### src/rtl/cable_port_sideband_regs.vh
// Purpose: register offsets, field positions and reset values for the
//          cable port sideband block
// Assumes: 32-bit classic Wishbone slave, byte addresses, one word each
// Notes:   definitions only, no logic
//
// What this block does
// - management data line: pull low or release only
// - presence input is active low, low means present
// - sideband drive enable held at constant one
// - active-high cable power enable per port
// - power good dropping while enabled is fault
// - per-bit active-low aux drive enables
// - synchronised AUX_WIDTH-bit aux input vector (20 by default) for monitoring
// - aux output value appears only when enabled
// - single continuously running clock times everything
// - everything held in reset while reset high
`ifndef CABLE_PORT_SIDEBAND_REGS_VH
`define CABLE_PORT_SIDEBAND_REGS_VH

// word offsets (byte addresses)
`define OFS_CTRL 8'h00
`define OFS_STATUS 8'h04
`define OFS_IRQ_STATUS 8'h08
`define OFS_IRQ_MASK 8'h0c
`define OFS_AUX_OUT 8'h10
`define OFS_AUX_DRIVE_N 8'h14
`define OFS_AUX_IN 8'h18

// field positions: ctrl
`define CTRL_POWER_REQ_LSB 0
`define CTRL_MGMT_LOW_LSB 8
// field positions: status
`define STAT_PRESENT_LSB 0
`define STAT_POWER_OK_LSB 8
`define STAT_POWER_EN_LSB 16
`define STAT_MGMT_IN_LSB 24
// field positions: interrupt status and mask
`define IRQ_PRESENCE_LSB 0
`define IRQ_FAULT_LSB 8

// reset values
`define RST_CTRL 32'h0000_0000
`define RST_IRQ_MASK 32'h0000_0000
`define RST_AUX_OUT 32'h0000_0000
`define RST_AUX_DRIVE_N 32'hffff_ffff

`endif

### src/rtl/cable_port_sideband.v
// Purpose: sideband control of cable ports and the aux digital connector
//          behind a classic Wishbone register slave
// Assumes: one free-running clock, synchronous active-high reset,
//          up to eight cable ports, aux width up to 32
// Notes:   all pin inputs pass a two-stage synchroniser; every output
//          comes from a flip-flop, so aux and management pins follow register
//          writes at the same edge that raises the acknowledge
//
// Our own choices: the Wishbone slave port and the register addresses.
`timescale 1ns/1ns
`include "cable_port_sideband_regs.vh"

module cable_port_sideband
#(
    parameter NUM_PORTS = 2,  // number of cable ports, at most 8
    parameter AUX_WIDTH = 20  // aux digital lines, at most 32
)
(
    // clock and reset
    input wire clk_i,
    input wire rst_i,
    // wishbone slave
    input wire wb_cyc_i,
    input wire wb_stb_i,
    input wire wb_we_i,
    input wire [7:0] wb_adr_i,
    input wire [3:0] wb_sel_i,
    input wire [31:0] wb_dat_i,
    output reg [31:0] wb_dat_o,
    output reg wb_ack_o,
    // interrupt
    output reg irq_o,
    // management data lines, open drain
    input wire [NUM_PORTS-1:0] module_def_line_two_i,
    output reg [NUM_PORTS-1:0] module_def_line_two_o,
    output reg [NUM_PORTS-1:0] module_def_line_two_oe_o,
    // presence detect pin shared with sideband output
    input wire [NUM_PORTS-1:0] cable_present_n_i,
    output reg [NUM_PORTS-1:0] cable_sideband_out_o,
    output reg [NUM_PORTS-1:0] cable_sideband_drive_en_n_o,
    // cable power
    output reg [NUM_PORTS-1:0] cable_power_en_o,
    input wire [NUM_PORTS-1:0] cable_power_ok_i,
    // aux digital connector
    input wire [AUX_WIDTH-1:0] aux_dio_in_i,
    output reg [AUX_WIDTH-1:0] aux_dio_out_o,
    output reg [AUX_WIDTH-1:0] aux_dio_drive_en_n_o
);

    // merge write data into a word under the byte enables
    function [31:0] merge_bytes;
        input [31:0] old_word;
        input [31:0] new_word;
        input [3:0] sel;
        integer b;
        begin
            merge_bytes = old_word;
            for (b = 0; b < 4; b = b + 1)
            begin
                if (sel[b])
                begin
                    merge_bytes[b*8 +: 8] = new_word[b*8 +: 8];
                end
            end
        end
    endfunction

    // synchroniser stages; first stages are read only by the second
    reg [NUM_PORTS-1:0] present_meta; // presence, stage one
    reg [NUM_PORTS-1:0] present_n_sync; // presence, stage two
    reg [NUM_PORTS-1:0] ok_meta; // power good, stage one
    reg [NUM_PORTS-1:0] ok_sync; // power good, stage two
    reg [NUM_PORTS-1:0] ok_prev; // power good, one cycle older
    reg [NUM_PORTS-1:0] mgmt_meta; // management data, stage one
    reg [NUM_PORTS-1:0] mgmt_sync; // management data, stage two
    reg [AUX_WIDTH-1:0] aux_meta; // aux inputs, stage one
    reg [AUX_WIDTH-1:0] aux_sync; // aux inputs, stage two
    reg [NUM_PORTS-1:0] present_prev; // presence seen last cycle

    // software visible state, plus the fault latch, which no register reads back
    reg [31:0] ctrl; // power requests and management pull-low bits
    reg [31:0] irq_status; // sticky event bits
    reg [31:0] irq_mask; // interrupt enables, same layout
    reg [NUM_PORTS-1:0] fault; // latched supply fault per port

    // decoded and derived terms
    wire bus_req; // valid request not yet answered
    wire bus_wr; // write taken this cycle
    wire [NUM_PORTS-1:0] present; // cable inserted, active high
    wire [NUM_PORTS-1:0] power_req; // software asks for power
    wire [NUM_PORTS-1:0] mgmt_low; // software pulls data line low
    reg [NUM_PORTS-1:0] next_power_en; // power enable for next cycle
    reg [NUM_PORTS-1:0] fault_event; // supply dropped while enabled
    reg [NUM_PORTS-1:0] presence_event; // insertion or removal
    reg [31:0] irq_set; // events raised this cycle
    reg [31:0] irq_clear; // ones written to the status register
    reg [31:0] next_ctrl; // ctrl after a write
    reg [31:0] status_word; // live status for reads
    reg [31:0] read_word; // read mux output
    reg [31:0] aux_out_word; // aux value word after a byte merge
    reg [31:0] aux_drive_word; // aux enable word after a byte merge
    localparam [31:0] aux_out_rst = `RST_AUX_OUT; // cut to width when used
    localparam [31:0] aux_drive_rst = `RST_AUX_DRIVE_N; // released
    integer p;

    assign bus_req = wb_cyc_i & wb_stb_i & ~wb_ack_o;
    assign bus_wr = bus_req & wb_we_i;

    // presence pin is low while a connector is inserted
    assign present = ~present_n_sync;
    assign power_req = ctrl[`CTRL_POWER_REQ_LSB +: NUM_PORTS];
    assign mgmt_low = ctrl[`CTRL_MGMT_LOW_LSB +: NUM_PORTS];

    // input synchronisers; nothing decides on a pin before stage two
    always @(posedge clk_i)
    begin
        if (rst_i)
        begin
            // all stages start as no cable, no power, idle lines
            present_meta <= {NUM_PORTS{1'b1}};
            present_n_sync <= {NUM_PORTS{1'b1}};
            ok_meta <= {NUM_PORTS{1'b0}};
            ok_sync <= {NUM_PORTS{1'b0}};
            mgmt_meta <= {NUM_PORTS{1'b1}};
            mgmt_sync <= {NUM_PORTS{1'b1}};
            aux_meta <= {AUX_WIDTH{1'b0}};
            aux_sync <= {AUX_WIDTH{1'b0}};
        end
        else
        begin
            present_meta <= cable_present_n_i;
            present_n_sync <= present_meta;
            ok_meta <= cable_power_ok_i;
            ok_sync <= ok_meta;
            mgmt_meta <= module_def_line_two_i;
            mgmt_sync <= mgmt_meta;
            aux_meta <= aux_dio_in_i;
            aux_sync <= aux_meta;
        end
    end

    // history flops used for edge detection, fed from stage two only
    always @(posedge clk_i)
    begin
        if (rst_i)
        begin
            ok_prev <= {NUM_PORTS{1'b0}};
            present_prev <= {NUM_PORTS{1'b0}};
        end
        else
        begin
            ok_prev <= ok_sync;
            present_prev <= present;
        end
    end

    // event detection and power enable decision
    always @*
    begin
        fault_event = {NUM_PORTS{1'b0}};
        presence_event = {NUM_PORTS{1'b0}};
        next_power_en = {NUM_PORTS{1'b0}};
        for (p = 0; p < NUM_PORTS; p = p + 1)
        begin
            // power good fell while we still drive the enable
            fault_event[p] = cable_power_en_o[p] & ok_prev[p] & ~ok_sync[p];
            presence_event[p] = present[p] ^ present_prev[p];
            // no cable or a latched fault forces the supply off
            next_power_en[p] = power_req[p] & present[p] & ~fault[p]
                & ~fault_event[p];
        end
    end

    // supply fault latch; a fault holds power off until software
    // drops the request, which avoids cycling into an overload
    always @(posedge clk_i)
    begin
        if (rst_i)
        begin
            fault <= {NUM_PORTS{1'b0}};
        end
        else
        begin
            // an event sets, a withdrawn request rearms; set wins
            fault <= fault_event | (fault & power_req);
        end
    end

    // power enable flops; supply is expected to report ok while on
    always @(posedge clk_i)
    begin
        if (rst_i)
        begin
            cable_power_en_o <= {NUM_PORTS{1'b0}};
        end
        else
        begin
            cable_power_en_o <= next_power_en;
        end
    end

    // write data merged under byte enables
    always @*
    begin
        aux_out_word = merge_bytes({{(32-AUX_WIDTH){1'b0}}, aux_dio_out_o},
            wb_dat_i, wb_sel_i);
        aux_drive_word = merge_bytes({{(32-AUX_WIDTH){1'b1}},
            aux_dio_drive_en_n_o}, wb_dat_i, wb_sel_i);
        next_ctrl = ctrl;
        if (bus_wr && wb_adr_i == `OFS_CTRL)
        begin
            next_ctrl = merge_bytes(ctrl, wb_dat_i, wb_sel_i);
        end
    end

    // writable registers
    always @(posedge clk_i)
    begin
        if (rst_i)
        begin
            ctrl <= `RST_CTRL;
            irq_mask <= `RST_IRQ_MASK;
        end
        else
        begin
            ctrl <= next_ctrl;
            if (bus_wr && wb_adr_i == `OFS_IRQ_MASK)
            begin
                irq_mask <= merge_bytes(irq_mask, wb_dat_i, wb_sel_i);
            end
        end
    end

    // event set and write-one-to-clear terms
    always @*
    begin
        irq_set = 32'h0000_0000;
        irq_clear = 32'h0000_0000;
        irq_set[`IRQ_PRESENCE_LSB +: NUM_PORTS] = presence_event;
        irq_set[`IRQ_FAULT_LSB +: NUM_PORTS] = fault_event;
        if (bus_wr && wb_adr_i == `OFS_IRQ_STATUS)
        begin
            irq_clear = merge_bytes(32'h0000_0000, wb_dat_i, wb_sel_i);
        end
    end

    // sticky status; a new event wins over a clear in the same cycle
    always @(posedge clk_i)
    begin
        if (rst_i)
        begin
            irq_status <= 32'h0000_0000;
        end
        else
        begin
            irq_status <= (irq_status & ~irq_clear) | irq_set;
        end
    end

    // level interrupt from any unmasked status bit
    always @(posedge clk_i)
    begin
        if (rst_i)
        begin
            irq_o <= 1'b0;
        end
        else
        begin
            irq_o <= |(((irq_status & ~irq_clear) | irq_set) & irq_mask);
        end
    end

    // open-drain management line: output value is tied low, only the
    // enable moves, so the line is never driven high
    always @(posedge clk_i)
    begin
        if (rst_i)
        begin
            module_def_line_two_o <= {NUM_PORTS{1'b0}};
            module_def_line_two_oe_o <= {NUM_PORTS{1'b0}};
        end
        else
        begin
            module_def_line_two_o <= {NUM_PORTS{1'b0}};
            module_def_line_two_oe_o <= next_ctrl[`CTRL_MGMT_LOW_LSB +:
                NUM_PORTS];
        end
    end

    // sideband driver stays off so the pin works as presence detect
    always @(posedge clk_i)
    begin
        if (rst_i)
        begin
            cable_sideband_drive_en_n_o <= {NUM_PORTS{1'b1}};
            cable_sideband_out_o <= {NUM_PORTS{1'b0}};
        end
        else
        begin
            cable_sideband_drive_en_n_o <= {NUM_PORTS{1'b1}};
            cable_sideband_out_o <= {NUM_PORTS{1'b0}}; // unused output
        end
    end

    // aux outputs: value and per-bit active-low enable registers;
    // the pad only shows a value bit while its enable is low
    always @(posedge clk_i)
    begin
        if (rst_i)
        begin
            aux_dio_out_o <= aux_out_rst[AUX_WIDTH-1:0];
            aux_dio_drive_en_n_o <= aux_drive_rst[AUX_WIDTH-1:0];
        end
        else if (bus_wr)
        begin
            if (wb_adr_i == `OFS_AUX_OUT)
            begin
                aux_dio_out_o <= aux_out_word[AUX_WIDTH-1:0];
            end
            if (wb_adr_i == `OFS_AUX_DRIVE_N)
            begin
                aux_dio_drive_en_n_o <= aux_drive_word[AUX_WIDTH-1:0];
            end
        end
    end

    // live status word assembled from synchronised inputs and the power enables
    always @*
    begin
        status_word = 32'h0000_0000;
        status_word[`STAT_PRESENT_LSB +: NUM_PORTS] = present;
        status_word[`STAT_POWER_OK_LSB +: NUM_PORTS] = ok_sync;
        status_word[`STAT_POWER_EN_LSB +: NUM_PORTS] = cable_power_en_o;
        status_word[`STAT_MGMT_IN_LSB +: NUM_PORTS] = mgmt_sync;
    end

    // read mux; unmapped offsets read as zero but are still answered
    always @*
    begin
        read_word = 32'h0000_0000;
        case (wb_adr_i)
            `OFS_CTRL: read_word = ctrl;
            `OFS_STATUS: read_word = status_word;
            `OFS_IRQ_STATUS: read_word = irq_status;
            `OFS_IRQ_MASK: read_word = irq_mask;
            `OFS_AUX_OUT: read_word[AUX_WIDTH-1:0] = aux_dio_out_o;
            `OFS_AUX_DRIVE_N: read_word[AUX_WIDTH-1:0] =
                aux_dio_drive_en_n_o;
            `OFS_AUX_IN: read_word[AUX_WIDTH-1:0] = aux_sync;
            default: read_word = 32'h0000_0000;
        endcase
    end

    // bus answer: ack one cycle after the request, dropped next cycle
    always @(posedge clk_i)
    begin
        if (rst_i)
        begin
            wb_ack_o <= 1'b0;
            wb_dat_o <= 32'h0000_0000;
        end
        else
        begin
            wb_ack_o <= bus_req;
            if (bus_req && !wb_we_i)
            begin
                wb_dat_o <= read_word; // sampled with the request
            end
        end
    end

endmodule // cable_port_sideband

### config.mk
export PLATFORM = sky130hd
export DESIGN_NAME = cable_port_sideband
export DESIGN_NICKNAME = d
export VERILOG_FILES = /design/src/rtl/cable_port_sideband.v
export VERILOG_INCLUDE_DIRS = /design/src /design/src/rtl
export SDC_FILE = /design/constraint.sdc
export NUM_CORES = 1
export LEC_CHECK = 0
export BUFFER_PORTS_ARGS = -buffer_cell sky130_fd_sc_hd__buf_2
export CAP_MARGIN = 20
export CORE_AREA = 2 2 186 97
export DETAILED_ROUTE_END_ITERATION = 16
export DIE_AREA = 0 0 188 99
export PLACE_DENSITY = 0.75
export SLEW_MARGIN = 5
export SYNTH_ARGS = -nofsm -noshare
export SYNTH_HDL_FRONTEND = slang
export SYNTH_SLANG_ARGS = --single-unit
### constraint.sdc
create_clock -name clk_i -period 2.4 [get_ports clk_i]
set_input_delay 0.12 -clock clk_i [delete_from_list [all_inputs] [get_ports clk_i]]
set_output_delay 0.12 -clock clk_i [all_outputs]
set_load 0.02 [all_outputs]
==> qor.csv <==
stage,metric,value,unit
critical_path,critical_path.cell_chain,and4b_1 > and4_1 > nand2_1 > and3_1 > nor4_1 > and4_1 > a31oi_1,
placed_design,hpwl,18300,um
routing,wl_per_cell,18.97,um
critical_path,arrival,2.76,ns
global_routing,gr-total-overflow,0,
die,dieArea,18610,um^2
die,start_util,53.98,%
clock_tree,numCtsBuffers,21,
critical_path,worstSetupStartpointType,flip-flop,
power,power.leakage,4.336,nW
die,io_pins,159,
logic_synthesis,syn_inst,967,
cells_and_area,num-fill-cells,1369,
cells_and_area,register_area,4604,um^2
critical_path,r2r_start,wb_ack_o$_SDFF_PP0_,
logic_synthesis,synth-async-reset-ratio,0,%
routing,drt-initial-drc-count,952,
critical_path,slowest_stage,and4b_1,
die,core-area,16970,um^2
routing,via_per_inst,5.676,
cells_and_area,layout-drive-gt1-share,22.38,%
clock_tree,clock_latency,0.50,ns
clock_tree,cts_sinks,230,
logic_synthesis,syn-mean-instance-area,9.475,um^2
critical_path,worst-path-buf-inv,0,
critical_path,endpoint_kind,flip-flop,
sta,finalCritPeriodShare,98.91,%
critical_path,rr_endpoint,irq_o$_SDFF_PP0_,
clock_tree,cts_root_buf,clkbuf_16,
sta,worst_pin_slew,0.6342,ns
global_routing,grt_pass1_wl,42220,um
sta,setup_tns,0,ns
clock_tree,clock_path_buffers,3,
cells_and_area,final_core_util,67.70,%
cells_and_area,diodes,0,
placed_design,gp_congestion,0.9374,
sta,max_clock_freq,421.3,MHz
critical_path,cp.required,2.79,ns
logic_synthesis,synth_seq_area_share,50.25,%
critical_path,critPathMostFrequentCell,and4_1,
sta,rsz0062_at_grt,false,
cells_and_area,multiInputGateArea,4222,um^2
logic_synthesis,synth.distinct_cells,56,
clock_tree,cts_tree,built,
global_routing,grt.total_usage,28.61,%
sta,slew_viol_final,0,
hold_path,hold_depth,4,
clock_tree,cts.clk_slew.worst_paths,0.07,ns
cells_and_area,layoutNonFillerInstCount,1418,
global_routing,grt_max_degree,81,
flow_run,drv_cap,0,
sta,finalHoldViolations,0,
logic_synthesis,ys_ff_latch,230,
global_routing,grt_pass1_vias,7523,
hold_path,min_from,wb_sel_i[0],
routing,first_pass_iters,8,
logic_synthesis,synth-edff-count,0,
logic_synthesis,ys_warn_count,0,
cells_and_area,fin_nets,1245,
clock_tree,ctsResizeCount,0,
outcome,status,completed,
routing,drt-total-wl,26900,um
critical_path,worstRegToRegCells,7,
logic_synthesis,ys_dominant_reg_cell,dfxtp_1,
power,powerDensity,668.0,nW/um^2
logic_synthesis,netlist_area,9163,um^2
critical_path,crit_family,simple AND/OR/NAND/NOR gates,
sta,clock_skew,0.008564,ns
sta,relSlewSlack,57.72,%
critical_path,rrSetupSlack,0.03,ns
clock_tree,cts-htree-levels,1,
die,fp-row-count,34,
routing,drc,0,
critical_path,path_class,flip-flop to flip-flop,
placed_design,io_buffers,152,
global_routing,antenna_found_initial,0,
die,fp.dieH,99,um
critical_path,critPathMaxFanout,6,
routing,detail-route-antenna-nets,0,
sta,min_period,2.374,ns
power,peakVddDrop,0.4224,mV
die,die_w,188,um
placed_design,placedCellCount,1321,
hold_path,holdPathEnd,irq_status[0]$_SDFF_PP0_,
routing,vias,8048,
critical_path,cp_slowest_stage_delay,0.43,ns
cells_and_area,area_growth,25.41,%
hold_path,hold_path_class,input port to flip-flop,
sta,setup_viol,0,
[placed cells by master, fill, tap and decap left out, types with 20 or more instances in the layout]
cell type      count
a211o_1           20
a21oi_1           56
a222oi_1          24
a22oi_1           41
buf_2            151
buf_4             32
clkbuf_16         21
dfxtp_1          230
dlygate4sd3_1     60
mux2i_1           60
nand2_1          100
nor2_1           112
nor2b_1           72
o21ai_0           33
[tightest hold or removal path: stages]
cell and delay (ns):
buf_2 0.13, nand4_1 0.08, a21oi_1 0.08, nor2_1 0.08
[routing by layer]
metal	GRT usage [%]	share of wire, %
met5	0	0
met4	5.996	1.2
met3	6.553	11
met2	39.54	40
met1	44.71	48
[cell families after synthesis]
group,share of synthesized area [%]
AOI/OAI and AO/OA,17.21
xor gates and xnor gates,0.1912
buffers and inverters,3.837
DFF,50.25
muxes,7.784
other,0.08196
and+or+nand+nor,20.65
[sequential cells by signal, summed over array words and instances, names as in the netlist, 2 cells and up]
| name | count |
|---|---|
| aux_sync | 20 |
| present_n_sync | 2 |
| cable_power_en_o | 2 |
| mgmt_sync | 2 |
| ok_prev | 2 |
| present_meta | 2 |
| aux_meta | 20 |
| wb_dat_o | 32 |
| irq_status | 32 |
| aux_dio_drive_en_n_o | 20 |
| irq_mask | 32 |
| ok_meta | 2 |
| present_prev | 2 |
| aux_dio_out_o | 20 |
| mgmt_meta | 2 |
| ctrl | 32 |
| fault | 2 |
| ok_sync | 2 |
[timing repair]
action                                 CTS  global route
endpoints found under the hold margin  157             0
hold buffers                            60             0
setup buffers                            0             0
[where the power goes]
part | leakage [nW] | internal [W] | switching, W
Clock | 0.336 | 0.00188 | 0.00146
Combinational | 2.13 | 0.000190 | 0.000253
Sequential | 1.87 | 0.00387 | 0.0000234
Total | 4.34 | 0.00594 | 0.00174
[metrics by stage]
stage	total power, W	area, um^2	setup slack (ns)	hold slack (ns)
after CTS	0.007709	11490	0.1034	0.005591
after detailed placement	0.004338	10210	0.05645	0.3049
after floorplan	0.004161	9178	0.2996	0.2078
final	0.007677	11490	0.02617	0.01032
after global placement	0.004336	10210	0.09038	0.3048
after global routing	0.007918	11490	0.008174	0.05995
[layout make-up]
cell class / count / area share, %
sequential: 230 / 40.07
timing repair buffer: 248 / 14.69
clock inverter: 9 / 0.6860
inverter: 1 / 0.03267
multi-input combinational: 668 / 36.74
tap: 234 / 2.548
clock buffer: 28 / 5.237
[worst max-delay path by stage]
stage	start	to	slack [ns]	cells past startpoint
global route	wb_ack_o$_SDFF_PP0_	irq_o$_SDFF_PP0_	0.008	7
finish	wb_ack_o$_SDFF_PP0_	irq_o$_SDFF_PP0_	0.03	7
global placement	wb_adr_i[1]	irq_o$_SDFF_PP0_	0.09	8
detailed placement	wb_adr_i[1]	irq_o$_SDFF_PP0_	0.06	8
CTS	wb_ack_o$_SDFF_PP0_	irq_o$_SDFF_PP0_	0.10	7
floorplan	wb_ack_o$_SDFF_PP0_	irq_o$_SDFF_PP0_	0.30	8
[Yosys cell counts (all sizes together), types with 5 or more instances]
cell type,number,share of area [%]
a31oi,5,0.34
buf,27,2.0
a221o,5,0.55
a211oi,12,0.98
mux2,10,1.2
nor2,125,6.0
nor3,5,0.33
clkbuf,45,1.8
o211ai,15,1.2
nor2b,72,4.9
or2,9,0.61
o21ai,33,1.8
a22oi,41,3.4
nand4,5,0.34
a211o,20,1.9
dfxtp,230,50
a222oi,24,2.6
nand3,7,0.38
nand2b,15,1.0
mux2i,60,6.6
a21oi,56,3.1
nand2,102,4.3
and4,5,0.48
Note: power is estimated with default switching activity, not from simulation.
